### src/shared/seq_pkg.sv
// Constants and carrier types for the soft-start and fault sequencer.
// Assumes analog comparators deliver digital levels and a tick per period.
// Contract
// - In shutdown every phase PWM output is held high impedance.
// - Stay in shutdown until threshold enable is high; low means disable.
// - Release needs bias and first driver supply good, plus used others.
// - All release conditions true starts soft-start immediately.
// - Wait 64 cycles, then ramp reference at 1280 cycles per volt.
// - Outputs stay high impedance until ramp reaches output voltage.
// - 100mV sense offset ramps to zero over first 640 soft-start cycles. Code ramps it over the first 640 ramp cycles, after the 64-cycle wait.
// - Feedback above ramp holds both switches off; enable when ramp exceeds.
// - Output pre-charged above target enables drives at soft-start end.
// - Power-good low in shutdown, released only after soft-start completes.
// - Power-good low on undervoltage, overvoltage, overcurrent or disable.
// - Undervoltage only drops power-good; comparator hysteresis 82 to 85 pct.
// - Soft-start OV trip is max of ref+150mV and 1.67V; later ref+150mV. Code trips on either level in soft-start.
// - OV releases 50mV below ref trip, 100mV below fixed trip.
// - Overvoltage forces all low gates high and power-good low until clear.
// - After overvoltage ends, switching and power-good resume without restart.
// - Local sense above amp output plus 1V shuts down, then restarts.
// - Overcurrent flagged when load line voltage exceeds overcurrent set.
// - Overcurrent turns all switches off for 4096 switching cycles.
// - Still enabled after the wait, retry soft-start without limit.
// - Reference select 00..11 gives 0.600, 0.900, 1.200, 1.500 V.
package seq_pkg;
	// ==================================================
	// Timing counts in switching cycles
	localparam int unsigned DELAY_CYCLES = 64;
	localparam int unsigned CYCLES_PER_VOLT = 1280;
	localparam int unsigned OFFSET_RAMP_CYCLES = 640;
	localparam int unsigned HICCUP_CYCLES = 4096;
	localparam logic [11:0] DELAY_LAST = 12'(DELAY_CYCLES - 1);
	localparam logic [11:0] HICCUP_LAST = 12'(HICCUP_CYCLES - 1);
	// Ramp length per target: volts times cycles per volt (0.6/0.9/1.2/1.5)
	localparam logic [11:0] RAMP_0P6 = 12'(CYCLES_PER_VOLT * 6 / 10);
	localparam logic [11:0] RAMP_0P9 = 12'(CYCLES_PER_VOLT * 9 / 10);
	localparam logic [11:0] RAMP_1P2 = 12'(CYCLES_PER_VOLT * 12 / 10);
	localparam logic [11:0] RAMP_1P5 = 12'(CYCLES_PER_VOLT * 15 / 10);
	localparam logic [11:0] OFFSET_LAST = 12'(OFFSET_RAMP_CYCLES);
	// Reset value of the sense offset code, full scale = 100mV
	localparam logic [9:0] OFFSET_FULL = 10'h280;
	localparam int unsigned PHASES = 3;

	typedef enum logic [2:0] {
		ST_SHUTDOWN,
		ST_DELAY,
		ST_RAMP,
		ST_RUN,
		ST_HICCUP
	} state_t;

	// Comparator levels from the analog front end
	typedef struct packed {
		logic fb_above_ramp;    // feedback_in above ramping reference
		logic out_above_target; // output pre-charged above final reference
		logic undervolt;        // output below 82/85 pct window
		logic ov_ref_trip;      // above ref+150mV, released 50mV lower
		logic ov_fixed_trip;    // above 1.67V, released 100mV lower
		logic open_sense;       // local_output_sense above amp out + 1V
		logic overcurrent;      // load_line_voltage above overcurrent_set_in
	} comp_t;

	// Gate commands for one phase
	typedef struct packed {
		logic high_side_gate;
		logic low_side_gate;
		logic drive_en;         // low: outputs high impedance
	} gate_t;
endpackage : seq_pkg

### src/rtl/pwm_softstart_fault_sequencer.sv
// Start-up and protection sequencer of a three-phase buck controller.
// Assumes async comparator levels and an oscillator tick from another
// domain; all of them are synchronised here.
// Hysteresis of enable, undervoltage and overvoltage sits in the analog
// comparators; every decision lags the pins by three clocks.
`timescale 1ns/1ps
module pwm_softstart_fault_sequencer (
	// Clock and reset
	input wire logic clock,
	input wire logic rst,
	input wire logic clk_en,
	// Release conditions
	input wire logic threshold_enable_in,
	input wire logic bias_supply_ok,
	input wire logic first_driver_supply,
	input wire logic second_driver_supply,
	input wire logic third_driver_supply,
	input wire logic [1:0] phases_used_m1,
	input wire logic ref_select_lsb,
	input wire logic ref_select_msb,
	// Time base and comparators
	input wire logic switch_tick,
	input wire seq_pkg::comp_t comp_in,
	// PWM request from the modulator
	input wire logic [seq_pkg::PHASES-1:0] pwm_req,
	// Outputs
	output seq_pkg::gate_t [seq_pkg::PHASES-1:0] gate_out,
	output logic power_ok_out_oe,
	output logic [11:0] ramp_level,
	output logic [9:0] sense_offset,
	output logic soft_start_active
);
	// ==================================================
	// Input synchronisers
	localparam int unsigned NSYNC = 12 + $bits(seq_pkg::comp_t)
		+ seq_pkg::PHASES - 2;
	logic [NSYNC-1:0] raw_w;
	logic [NSYNC-1:0] s1_q;
	logic [NSYNC-1:0] s2_q;
	assign raw_w = {threshold_enable_in, bias_supply_ok, first_driver_supply,
		second_driver_supply, third_driver_supply, phases_used_m1,
		ref_select_lsb, ref_select_msb, switch_tick, comp_in, pwm_req};
	always_ff @(posedge clock or posedge rst) begin
		if (rst) begin
			s1_q <= '0;
			s2_q <= '0;
		end else if (clk_en) begin
			s1_q <= raw_w;
			s2_q <= s1_q;
		end
	end

	wire en_s = s2_q[NSYNC-1];
	wire bias_s = s2_q[NSYNC-2];
	wire drv1_s = s2_q[NSYNC-3];
	wire drv2_s = s2_q[NSYNC-4];
	wire drv3_s = s2_q[NSYNC-5];
	wire [1:0] nph_s = s2_q[NSYNC-6 -: 2];
	wire [1:0] refsel_s = {s2_q[NSYNC-9], s2_q[NSYNC-8]};
	wire tick_lvl_s = s2_q[NSYNC-10];
	seq_pkg::comp_t cmp_s;
	assign cmp_s = s2_q[seq_pkg::PHASES +: $bits(seq_pkg::comp_t)];
	wire [seq_pkg::PHASES-1:0] pwm_s = s2_q[seq_pkg::PHASES-1:0];

	// ==================================================
	// Decode
	logic tick_prev_q;
	// Idle tick level is low, so no false edge follows reset
	wire tick_w = tick_lvl_s & ~tick_prev_q;
	wire one_phase_w = nph_s == 2'h0;
	wire three_phase_w = nph_s == 2'h2;
	// Unused driver supplies are not required for release
	wire drv2_ok_w = drv2_s | one_phase_w;
	wire drv3_ok_w = drv3_s | !three_phase_w;
	wire drv_ok_w = drv1_s & drv2_ok_w & drv3_ok_w;
	wire release_w = en_s & bias_s & drv_ok_w;
	logic [11:0] ramp_end_w;
	assign ramp_end_w = refsel_s == 2'h0 ? seq_pkg::RAMP_0P6 :
		refsel_s == 2'h1 ? seq_pkg::RAMP_0P9 :
		refsel_s == 2'h2 ? seq_pkg::RAMP_1P2 :
		seq_pkg::RAMP_1P5;

	seq_pkg::state_t state_q, state_d;
	logic [11:0] cnt_q, cnt_d;
	logic [11:0] ss_cnt_q, ss_cnt_d;
	logic drives_on_q, drives_on_d;
	logic soft_done_q, soft_done_d;

	// ==================================================
	// Fault decode
	// Fixed level guards the delay, ramp and hiccup phases; in run ref+150mV alone trips
	wire ov_fixed_w = cmp_s.ov_fixed_trip & ~soft_done_q;
	// Release points of both levels come from the comparators
	wire ov_w = cmp_s.ov_ref_trip | ov_fixed_w;
	wire uv_w = cmp_s.undervolt;
	wire oc_w = cmp_s.overcurrent;
	wire open_w = cmp_s.open_sense;
	wire fault_w = ov_w | uv_w | oc_w;
	// A trip while already waiting does not restart the wait
	wire oc_trip_w = state_q != seq_pkg::ST_SHUTDOWN
		&& state_q != seq_pkg::ST_HICCUP && oc_w;
	wire stop_w = !release_w || open_w;

	// ==================================================
	// Phase timing
	wire in_ss_w = state_q == seq_pkg::ST_DELAY
		|| state_q == seq_pkg::ST_RAMP;
	wire delay_end_w = state_q == seq_pkg::ST_DELAY && tick_w
		&& cnt_q == seq_pkg::DELAY_LAST;
	wire ramp_done_w = state_q == seq_pkg::ST_RAMP && tick_w
		&& cnt_q >= ramp_end_w - 12'h1;
	wire hiccup_end_w = state_q == seq_pkg::ST_HICCUP && tick_w
		&& cnt_q == seq_pkg::HICCUP_LAST;

	// ==================================================
	// Sequencer
	always_comb begin
		state_d = state_q;
		cnt_d = cnt_q;
		if (tick_w) begin
			cnt_d = cnt_q + 12'h1;
		end
		case (state_q)
			seq_pkg::ST_SHUTDOWN: begin
				cnt_d = 12'h0;
				if (!stop_w) begin
					state_d = seq_pkg::ST_DELAY;
				end
			end
			seq_pkg::ST_DELAY: begin
				if (delay_end_w) begin
					state_d = seq_pkg::ST_RAMP;
					cnt_d = 12'h0;
				end
			end
			seq_pkg::ST_RAMP: begin
				if (ramp_done_w) begin
					state_d = seq_pkg::ST_RUN;
					cnt_d = 12'h0;
				end
			end
			seq_pkg::ST_RUN: begin
				cnt_d = 12'h0;
			end
			seq_pkg::ST_HICCUP: begin
				if (hiccup_end_w) begin
					state_d = seq_pkg::ST_DELAY;
					cnt_d = 12'h0;
				end
			end
			default: begin
				state_d = seq_pkg::ST_SHUTDOWN;
				cnt_d = 12'h0;
			end
		endcase
		// Overcurrent wait counts from zero on a trip outside shutdown and hiccup
		if (oc_trip_w) begin
			state_d = seq_pkg::ST_HICCUP;
			cnt_d = 12'h0;
		end
		// Disable and open sense win; the restart is a full one
		if (stop_w) begin
			state_d = seq_pkg::ST_SHUTDOWN;
			cnt_d = 12'h0;
		end
	end

	always_ff @(posedge clock or posedge rst) begin
		if (rst) begin
			state_q <= seq_pkg::ST_SHUTDOWN;
			cnt_q <= 12'h0;
			tick_prev_q <= 1'b0;
		end else if (clk_en) begin
			state_q <= state_d;
			cnt_q <= cnt_d;
			tick_prev_q <= tick_lvl_s;
		end
	end

	// ==================================================
	// Soft-start bookkeeping: offset ramp, drive enable, completion
	// Shutdown and hiccup both start the next soft-start from scratch
	wire ss_clear_w = state_d == seq_pkg::ST_SHUTDOWN
		|| state_d == seq_pkg::ST_HICCUP;
	// Offset ramp counts from the start of the ramp phase
	wire ofs_step_w = state_q == seq_pkg::ST_RAMP && tick_w
		&& ss_cnt_q != seq_pkg::OFFSET_LAST;
	// Ramp has caught up with the feedback level
	wire caught_w = state_q == seq_pkg::ST_RAMP
		&& !cmp_s.fb_above_ramp;
	assign ss_cnt_d = ss_clear_w ? 12'h0 :
		ofs_step_w ? ss_cnt_q + 12'h1 : ss_cnt_q;
	// Pre-charged above target: drives wait for the end of the ramp
	assign drives_on_d = !ss_clear_w
		&& (drives_on_q || caught_w || ramp_done_w);
	assign soft_done_d = !ss_clear_w
		&& (soft_done_q || ramp_done_w);
	always_ff @(posedge clock or posedge rst) begin
		if (rst) begin
			ss_cnt_q <= 12'h0;
			drives_on_q <= 1'b0;
			soft_done_q <= 1'b0;
		end else if (clk_en) begin
			ss_cnt_q <= ss_cnt_d;
			drives_on_q <= drives_on_d;
			soft_done_q <= soft_done_d;
		end
	end

	// ==================================================
	// Gate commands, one generate branch per phase
	wire active_w = state_q != seq_pkg::ST_SHUTDOWN;
	wire hiccup_w = state_q == seq_pkg::ST_HICCUP;
	// Clamp overrides the high-Z hold and the overcurrent switch-off
	wire ov_force_w = active_w & ov_w;
	wire run_drive_w = drives_on_q & !hiccup_w;
	genvar p;
	generate
		for (p = 0; p < seq_pkg::PHASES; p++) begin : g_phase
			logic [2:0] gate_d;
			assign gate_d = ov_force_w ? 3'b011 :
				run_drive_w ? {pwm_s[p], ~pwm_s[p], 1'b1} :
				hiccup_w ? 3'b001 :
				3'b000;
			always_ff @(posedge clock or posedge rst) begin
				if (rst) begin
					gate_out[p] <= '0;
				end else if (clk_en) begin
					gate_out[p] <= gate_d;
				end
			end
		end
	endgenerate

	// ==================================================
	// Power-good and monitor outputs
	// Undervoltage only lowers power-good; the sequence ignores it
	wire power_ok_out_w = soft_done_q && state_q == seq_pkg::ST_RUN
		&& !fault_w;
	logic [11:0] ramp_w;
	assign ramp_w = state_q == seq_pkg::ST_RAMP ? cnt_q :
		state_q == seq_pkg::ST_RUN ? ramp_end_w : 12'h0;
	logic [9:0] offset_w;
	assign offset_w = seq_pkg::OFFSET_FULL - ss_cnt_q[9:0];
	always_ff @(posedge clock or posedge rst) begin
		if (rst) begin
			power_ok_out_oe <= 1'b1;
			ramp_level <= 12'h0;
			sense_offset <= seq_pkg::OFFSET_FULL;
			soft_start_active <= 1'b0;
		end else if (clk_en) begin
			power_ok_out_oe <= ~power_ok_out_w;
			ramp_level <= ramp_w;
			sense_offset <= offset_w;
			soft_start_active <= in_ss_w;
		end
	end
endmodule : pwm_softstart_fault_sequencer

### config.mk
export PLATFORM = sky130hd
export DESIGN_NAME = pwm_softstart_fault_sequencer
export DESIGN_NICKNAME = d
export VERILOG_FILES = /design/src/shared/seq_pkg.sv /design/src/rtl/pwm_softstart_fault_sequencer.sv
export SDC_FILE = /design/constraint.sdc
export NUM_CORES = 1
export LEC_CHECK = 0
export ABC_AREA = 1
export BUFFER_PORTS_ARGS = -buffer_cell sky130_fd_sc_hd__buf_2
export CAP_MARGIN = 20
export CORE_MARGIN = 3
export CORE_UTILIZATION = 45
export CTS_CLUSTER_SIZE = 20
export DETAILED_ROUTE_END_ITERATION = 10
export PLACE_DENSITY = 0.76
export SKIP_CTS_REPAIR_TIMING = 1
export SYNTH_ARGS = -nofsm -noshare
export SYNTH_HDL_FRONTEND = slang
export SYNTH_SLANG_ARGS = --single-unit
### constraint.sdc
create_clock -name clock -period 8.8 [get_ports clock]
set_clock_uncertainty 0.15 [all_clocks]
set_input_delay 0.44 -clock clock [delete_from_list [all_inputs] [get_ports clock]]
set_output_delay 0.44 -clock clock [all_outputs]
set_load 0.02 [all_outputs]
==> results of run 1 <==
==> cells in the mapped netlist <==
cell      count  area share
dfstp_2       3       0.016
a31oi_1       5      0.0064
clkbuf_1     17       0.013
nor3_4        1      0.0033
nor2_2        2      0.0025
buf_1         1     0.00076
a22o_1        1      0.0018
o21bai_1      1      0.0015
o221ai_1      1      0.0018
buf_2         3      0.0031
o21ai_4       1      0.0033
nand2_4       1      0.0023
o31ai_1       6      0.0092
inv_1        62       0.047
conb_1        1     0.00076
or2_2         2      0.0025
ha_1         13       0.033
nand3_1      34       0.035
clkbuf_2      1      0.0010
buf_4         4      0.0061
nor4_1        2      0.0025
o21bai_2      1      0.0023
dfrtp_1      96        0.49
buf_6         1      0.0023
nor2_4        2      0.0046
xnor2_1       2      0.0036
nand4_1       7      0.0089
a211oi_2      1      0.0025
nor3_1        3      0.0031
a21oi_2       1      0.0018
o21ai_0      40       0.041
o21a_1        1      0.0015
a21oi_1      17       0.017
nand2_1     200        0.15
nor2_1       53       0.041
inv_4         1      0.0013
xor2_1       18       0.032
inv_2         2      0.0015
==> worst reg2reg max path, cell delays in order (launching register included) <==
cell and delay [ps]:
dfrtp_1 410, inv_1 110, ha_1 200, or2_2 300, ha_1 280, nand2_1 70, nor2_1 50, nand2_1 50
nand4_1 140, nand2_1 130, nand2_1 110, a21oi_2 520, nor2_1 110
==> flip-flops by register name, indices dropped and copies added (netlist names), 3 cells and up <==
| signal | cells |
|---|---|
| s1_q | 19 |
| gate_out | 7 |
| state_q | 3 |
| ramp_level | 12 |
| ss_cnt_q | 12 |
| s2_q | 19 |
| cnt_q | 12 |
| sense_offset | 10 |
==> area by class of cell <==
type	instances	area (sq um)
timing repair buffer	58	303
tap	136	170
sequential	99	2480
inverter	65	249
fill	997	4990
multi-input combinational	417	2050
clock inverter	5	85.1
clock buffer	11	131
==> kinds of logic after synthesis <==
kind of cell	count (synthesis)	synth area share
simple gates	307	0.258
flops	99	0.506
buf+inv	92	0.0765
compound gates	76	0.0903
xor+xnor	20	0.0357
fa+ha+maj	13	0.0331
other cells	1	0.000764
==> layer usage <==
layer / wire [um] / share of wire / up-vias / track usage
li1: - / - / 1991 / -
met1: 4620 / 0.46 / 1872 / 0.229
met2: 4730 / 0.48 / 100 / 0.280
met3: 445 / 0.045 / 9 / 0.0263
met4: 141 / 0.014 / 0 / 0.0517
met5: 0 / 0 / - / 0
==> metrics by stage <==
step                      std cells  hold WS [ps]  setup WS (ps)  power (mW)
after floorplan                 608           292           5620       0.570
after global placement          774           251           6120       0.595
after detailed placement        774           252           6050       0.598
after CTS                       790          -150           6050       0.916
after global routing            791           113           5800       0.950
final                           791           118           6050       0.907
==> where the power goes <==
part / switching (mW) / internal [mW]
registers: 0.0120 / 0.479
clock network: 0.157 / 0.162
logic: 0.0675 / 0.0295
==> worst paths after layout <==
path | startpoint | to | slack (ps) | depth (start not counted)
min in group asynchronous | rst | sense_offset[1] | 410 | 3
max in group asynchronous | rst | ramp_level[0] | 6860 | 4
worst max-delay path | s2_q[12] | ss_cnt_q[8] | 6050 | 12
worst min register to register | sense_offset[9] | sense_offset[9] | 320 | 2
worst max register to register | s2_q[12] | ss_cnt_q[8] | 6050 | 12
worst min-delay path | pwm_req[2] | s1_q[2] | 120 | 3
==> run_results.csv, run 1 <==
group,metric,value,unit
run_status,outcome,"completed",
synth,ys_ff_latch,99,
cells_and_area,design_area,5470,sq um
synth,yosysSeqAreaShare,0.506,
drt,vias,3972,
setup_path,critPathLaunchType,"flip-flop",
cells_and_area,area_growth,11.5,%
job,max_cap_violations,0,
cells_and_area,final_core_util,0.523,
setup_path,arrival,2820,ps
cells_and_area,final_cell_mix,"200 x nand2_1, 96 x dfrtp_1, 60 x inv_1, 54 x buf_2, 53 x nor2_1",
setup_path,cp_max_fo,12,
drt,drtIter0Drc,235,
placed_design,gp_congestion,0.866,
cts,cts-root-buf,"clkbuf_8",
global_route,grt.total_usage,0.169,
placed_design,io_buffers,54,
drt,ant_nets,0,
cells_and_area,final_nets,686,
cts,clk_path_buf_depth,2,
cts,clkSinkCount,99,
sta,setup-violations-final,0,
drt,routedWlPerCell,12.6,um
sta,max_slew_margin,0.312,
setup_path,critPathSlowestCell,"a21oi_2",
synth,synth_area,4910,sq um
synth,syn-num-nets,644,
power,cellPowerDensity,166,nW/um^2
cts,cts_buffers,9,
power,ir_drop,0.000120,V
setup_path,worst-path-buf-inv,1,
synth,yosysUniqueCellTypes,38,
floorplanning,num_rows,37,
global_route,antenna_found_initial,0,
floorplanning,die_area,12200,sq um
floorplanning,die_w,110,um
drt,routed_wl,9930,um
setup_path,max_stage_delay,520,ps
cts,path_clk_slew,100,ps
sta,slew_viol_final,0,
sta,rsz0062_at_grt,"false",
floorplanning,ioPinCount,56,
synth,avgSynthCellArea,8.07,sq um
floorplanning,start_util,0.469,
placed_design,placed_area,5240,sq um
global_route,grt_max_degree,84,
setup_path,crit_chain,"inv_1, ha_1, or2_2, ha_1, nand2_1, nor2_1, nand2_1, nand4_1, nand2_1, nand2_1, a21oi_2, nor2_1",
power,power.leakage,2.83,nW
global_route,grt_pass1_vias,3853,
synth,netlist_instances,608,
floorplanning,dieHeight,110,um
setup_path,crit_required,8870,ps
sta,finalSetupTns,0,ps
drt,drcViolationCount,0,
cts,clock_latency,360,ps
setup_path,endpoint_kind,"flip-flop",
cells_and_area,drive_gt1_frac,0.139,
sta,max_freq,363,MHz
setup_path,crit_top_cell,"nand2_1",
sta,finalCriticalPeriod,2750,ps
worst_hold_path,min_path_type,"input pin to flip-flop",
setup_path,critical_path_class,"flip-flop to flip-flop",
cts,tritoncts,"done",
placed_design,dpl.hpwl,6860,um
cts,h-tree-depth,3,
floorplanning,core_area,10500,sq um
sta,tightest_slew,1030,ps
global_route,grt_pass1_wl,17600,um
synth,ys_warn_count,0,
cells_and_area,final_common_cell,"nand2_1",
cells_and_area,diodes,0,
drt,drt_pre_antenna_iters,5,
sta,min_period_over_period,0.313,
global_route,grt-ovfl-total,0,
setup_path,crit_family,"simple AND/OR/NAND/NOR gates",
drt,viasPerCell,5.02,
sta,hold_violations,0,
Note: power is estimated with default switching activity, not from simulation.
==> inputs of run 2 (changes only) <==
PLACE_DENSITY = 0.79   (was 0.76)
clock period = 2.2 ns   (was 8.8 ns; I/O delays follow)
==> run 2 against run 1 <==
Effect of this change:
- clock power rose to 4.5 times the previous value
- the flow now finishes with violations (setup timing)
- core utilization up 6.1 points
- total power rose to 4.3 times the previous value
- largest power group unchanged
- highest routed layer unchanged
- flip-flop and latch count unchanged
- combinational power rose to 5.3 times the previous value
- largest cell class unchanged
- global-route usage up 1.0 points
- worst hold slack worse by 120 ps
- non-clock buffer count up 41
- maximum frequency up 11%
==> run_results.csv, run 2 (synthesized netlist as in run 1, its figures left out) <==
group,metric,value,unit
run_status,outcome,"finished with violations",
run_status,failed_checks,"setup timing",
cells_and_area,final_cell_mix,"194 x nand2_1, 96 x dfrtp_1, 58 x inv_1, 54 x buf_2, 44 x nor2_1",
cells_and_area,diodes,0,
sta,setup-violations-final,27,
power,power.leakage,3.07,nW
setup_path,arrival,2600,ps
power,ir_drop,0.000395,V
worst_hold_path,min_path_type,"input pin to flip-flop",
sta,slew_viol_final,0,
drt,routed_wl,11300,um
global_route,grt_pass1_wl,18300,um
floorplanning,dieHeight,110,um
power,switching_share,0.258,
setup_path,worst-path-buf-inv,3,
power,p_seq_frac,0.501,
setup_path,cp_max_fo,6,
global_route,grt_max_degree,40,
cts,clock_latency,370,ps
sta,rsz0062_at_grt,"true",
floorplanning,die_area,12200,sq um
sta,max_slew_margin,0.523,
cts,cts-root-buf,"clkbuf_8",
power,internal_power,2.91,mW
sta,finalCriticalPeriod,2480,ps
cells_and_area,final_nets,728,
drt,vias,4231,
cts,clkSinkCount,99,
drt,routedWlPerCell,13.6,um
job,max_cap_violations,0,
placed_design,io_buffers,54,
cts,h-tree-depth,3,
setup_path,r2r_start,"s2_q[12]",
drt,drt_pre_antenna_iters,5,
drt,viasPerCell,5.08,
placed_design,dpl.hpwl,7560,um
power,clkPwrFrac,0.367,
power,power_frac_comb,0.131,
worst_hold_path,hold_start,"clk_en",
setup_path,max_stage_delay,400,ps
setup_path,crit_required,2330,ps
setup_path,endpoint_kind,"flip-flop",
placed_design,gp_congestion,0.912,
cells_and_area,top_regs,"s1_q: 19 flops, s2_q: 19 flops",
drt,drcViolationCount,0,
floorplanning,ioPinCount,56,
drt,drtIter0Drc,261,
drt,ant_nets,0,
cells_and_area,instances_no_fill,833,
setup_path,crit_family,"simple AND/OR/NAND/NOR gates",
setup_path,critical_path_class,"flip-flop to flip-flop",
floorplanning,num_rows,37,
setup_path,crit_start,"s2_q[12]",
floorplanning,start_util,0.469,
sta,tightest_slew,715,ps
floorplanning,core_area,10500,sq um
power,cellPowerDensity,642,nW/um^2
setup_path,crit_chain,"inv_2, ha_4, or2_4, ha_4, nand2_1, inv_1, o21bai_1, nand4_1, nand2_2, nand2_4, a21oi_4, clkbuf_16, nor2_1",
sta,max_freq,403,MHz
cells_and_area,area_growth,24.5,%
sta,min_period_over_period,1.13,
setup_path,critPathSlowestCell,"dfrtp_1",
global_route,antenna_found_initial,0,
cts,cts_buffers,9,
cts,tritoncts,"done",
sta,finalSetupTns,-5100,ps
sta,fin_ws,-279,ps
global_route,grt.total_usage,0.179,
cells_and_area,drive_gt1_frac,0.212,
power,power_switching,1.01,mW
setup_path,critPathLaunchType,"flip-flop",
placed_design,dp.cells,791,
cells_and_area,fillCellCount,921,
cts,clk_path_buf_depth,2,
floorplanning,die_w,110,um
global_route,grt-ovfl-total,0,
cells_and_area,final_common_cell,"nand2_1",
sta,hold_violations,0,
setup_path,crit_top_cell,"ha_4",
cts,path_clk_slew,90,ps
global_route,grt_pass1_vias,3960,
==> run 2: final timing paths <==
check / to / slack [ps] / cells past startpoint
worst max-delay path: ss_cnt_q[11] / -280 / 13
worst min-delay path: s2_q[9] / 3 / 3
worst max register to register: ss_cnt_q[11] / -280 / 13
worst min register to register: s1_q[17] / 330 / 2
max in group asynchronous: power_ok_out_oe / 1010 / 4
min in group asynchronous: sense_offset[0] / 230 / 3
==> run 2: stage by stage <==
step           total power [mW]  setup WS [ps]   util  area (sq um)  hold slack, ps
2_1_floorplan              2.28           7.46      -          4920            76.6
3_3_place_gp               2.42           -118  0.518          5420            92.7
3_5_place_dp               2.43           -238  0.518          5420             108
4_1_cts                    3.86           -282  0.542          5670            -295
5_1_grt                    4.11           -337  0.584          6110            1.28
6_report                   3.92           -279  0.584          6110            2.64
==> run 2: power by group through the flow <==
stage               registers, mW  logic [mW]  clock network (mW)
finish                       1.97       0.515                1.44
global route                 1.98       0.581                1.55
CTS                          1.97       0.432                1.46
detailed placement           2.00       0.429                   0
global placement             2.00       0.417                   0
floorplan                    2.02       0.263                   0
==> run 2: worst min-delay path, stage by stage <==
cell     delay, ps
buf_2          210
nand2_1         90
o21ai_0         70
==> run 2: layout make-up <==
class | instances | area, sq um | share of cell area
multi-input combinational | 418 | 2240 | 0.367
clock buffer | 11 | 141 | 0.0231
clock inverter | 5 | 108 | 0.0176
tap | 136 | 170 | 0.0278
inverter | 65 | 253 | 0.0414
timing repair buffer | 99 | 713 | 0.117
sequential | 99 | 2480 | 0.406
==> run 2: metal layers <==
| layer | vias to the layer above | track usage | wire, um |
|---|---|---|---|
| met4 | 0 | 0.0534 | 198 |
| li1 | 2080 | - | - |
| met5 | - | 0 | 0 |
| met3 | 22 | 0.0460 | 538 |
| met1 | 2022 | 0.231 | 5100 |
| met2 | 107 | 0.299 | 5470 |
==> inputs of run 3 (changes only) <==
CELL_PAD_IN_SITES_DETAIL_PLACEMENT = 0   (was not set)
CELL_PAD_IN_SITES_GLOBAL_PLACEMENT = 1   (was not set)
CORE_UTILIZATION = 39   (was 45)
PLACE_DENSITY = 0.87   (was 0.79)
==> run 3 against run 2 <==
Effect of this change:
- critical path depth is the same
- largest cell class unchanged
- the run still ends with setup timing left
- total power grew 3.5%
- via count shrank 2.3%
- highest routed layer unchanged
- flip-flop and latch count is the same
- setup slack gained 130 ps
- routed wire length shrank 0.81%
- die area grew 15%
- sequential power is essentially flat
- critical endpoint is now cnt_q[8]
==> run_results.csv, run 3 (synthesized netlist as in run 1, its figures left out) <==
group,metric,value,unit
setup_path,r2r_start,"s2_q[12]",
cells_and_area,fillCellCount,1134,
floorplanning,start_util,0.403,
power,power_frac_comb,0.125,
floorplanning,die_area,14000,sq um
cts,cts_buffers,9,
cts,tritoncts,"done",
power,power_switching,1.06,mW
sta,max_freq,425,MHz
drt,vias,4132,
run_status,outcome,"finished with violations",
run_status,failed_checks,"setup timing",
setup_path,critical_path_class,"flip-flop to flip-flop",
cells_and_area,final_common_cell,"nand2_1",
placed_design,gp_congestion,0.840,
drt,drt_pre_antenna_iters,4,
job,max_cap_violations,0,
power,clkPwrFrac,0.390,
setup_path,r2r-end,"cnt_q[8]",
setup_path,cp_max_fo,6,
cells_and_area,diodes,0,
power,cellPowerDensity,658,nW/um^2
global_route,grt_max_degree,100,
setup_path,arrival,2440,ps
power,internal_power,3.00,mW
power,p_seq_frac,0.485,
setup_path,cp-endpoint,"cnt_q[8]",
sta,fin_ws,-153,ps
cells_and_area,final_cell_mix,"193 x nand2_1, 96 x dfrtp_1, 57 x inv_1, 54 x buf_2, 44 x nor2_1",
sta,tightest_slew,526,ps
setup_path,max_stage_delay,410,ps
cells_and_area,top_regs,"s1_q: 19 flops, s2_q: 19 flops",
setup_path,crit_start,"s2_q[12]",
drt,viasPerCell,4.79,
placed_design,dpl.hpwl,7430,um
drt,drcViolationCount,0,
sta,finalCriticalPeriod,2350,ps
placed_design,dp.cells,822,
setup_path,endpoint_kind,"flip-flop",
cts,h-tree-depth,3,
cells_and_area,final_nets,726,
sta,min_period_over_period,1.07,
power,switching_share,0.260,
cells_and_area,instances_no_fill,863,
setup_path,worst-path-buf-inv,1,
setup_path,critPathSlowestCell,"dfrtp_1",
cts,clock_latency,340,ps
placed_design,io_buffers,54,
floorplanning,ioPinCount,56,
setup_path,crit_chain,"inv_2, ha_4, or2_4, ha_4, nand2_2, nor2_2, nand3_1, nand4_1, nand2_2, nand2_4, nand3_4, nand3_2, nand2_1",
cells_and_area,drive_gt1_frac,0.214,
drt,ant_nets,0,
cells_and_area,final_core_util,0.507,
floorplanning,dieHeight,118,um
cells_and_area,area_growth,25.7,%
cts,path_clk_slew,70,ps
floorplanning,die_w,118,um
floorplanning,core_area,12200,sq um
setup_path,crit_family,"simple AND/OR/NAND/NOR gates",
power,ir_drop,0.000416,V
cts,cts-root-buf,"clkbuf_16",
power,power.leakage,3.06,nW
setup_path,critPathLaunchType,"flip-flop",
drt,routedWlPerCell,13.0,um
setup_path,rrSetupSlack,-150,ps
global_route,grt_pass1_vias,3953,
global_route,antenna_found_initial,0,
global_route,grt.total_usage,0.158,
worst_hold_path,min_path_type,"input pin to flip-flop",
drt,drtIter0Drc,258,
setup_path,cp_num_cells,13,
sta,rsz0062_at_grt,"true",
setup_path,ff2ff_path_depth,13,
sta,max_slew_margin,0.649,
setup_path,crit_required,2280,ps
sta,setup-violations-final,26,
global_route,grt_pass1_wl,18100,um
sta,hold_violations,0,
cts,clk_path_buf_depth,2,
drt,routed_wl,11200,um
worst_hold_path,hold_path_depth,4,
global_route,grt-ovfl-total,0,
floorplanning,num_rows,40,
cts,clkSinkCount,99,
sta,slew_viol_final,0,
[run 3: cell count changes in the layout (fill, tap and decap cells not counted), moves of 3 or more]
cell and change:
buf_6 +3, nand3_1 -3, clkbuf_8 -10, nand3_2 +3
clkbuf_16 +8
[run 3: worst min path at each step]
stage / start / to / slack, ps
floorplan: pwm_req[0] / s1_q[0] / 80
global placement: rst / cnt_q[5] / 150
detailed placement: rst / ramp_level[0] / 160
CTS: rst / ramp_level[0] / -220
global route: clk_en / s1_q[14] / 150
finish: clk_en / s1_q[13] / 80
[run 3: per-layer routing]
metal	vias up	track usage	routed length (um)	share of wire
met1	1976	0.206	5170	0.46
met3	18	0.0321	380	0.034
met2	64	0.254	5430	0.48
li1	2074	-	-	-
met5	-	0	0	0
met4	0	0.0689	240	0.021
[run 3: power groups by stage]
stage / registers (mW) / clock network, mW / logic (mW)
2_1_floorplan: 2.02 / 0 / 0.263
3_3_place_gp: 2.00 / 0 / 0.412
3_5_place_dp: 2.00 / 0 / 0.425
4_1_cts: 1.97 / 1.62 / 0.427
5_1_grt: 1.98 / 1.69 / 0.570
6_report: 1.97 / 1.58 / 0.506
[run 3: layout make-up]
type	count	area (sq um)	area share
multi-input cells	418	2260	0.367
well taps	168	210	0.0341
flip-flops and latches	99	2480	0.402
repair buffers	97	667	0.108
clock buffers	11	233	0.0377
inverters	65	253	0.0410
clock inverters	5	62.6	0.0101
[run 3: metrics by stage]
stage / cell area [sq um] / hold slack [ps] / setup WS (ps) / TNS (ps) / total power, mW
2_1_floorplan: 4920 / 76.6 / 7.46 / 0 / 2.28
3_3_place_gp: 5430 / 153 / -133 / -2700 / 2.41
3_5_place_dp: 5430 / 157 / -218 / -4450 / 2.43
4_1_cts: 5720 / -215 / -232 / -5100 / 4.02
5_1_grt: 6170 / 149 / -282 / -6050 / 4.24
6_report: 6170 / 84.6 / -153 / -2800 / 4.06
[run 3: worst reg2reg max path, stage by stage, from the launching register on]
cell,delay [ps]
dfrtp_1,410
inv_2,90
ha_4,170
or2_4,230
ha_4,260
nand2_2,40
nor2_2,120
nand3_1,100
nand4_1,130
nand2_2,110
nand2_4,120
nand3_4,140
nand3_2,110
nand2_1,60
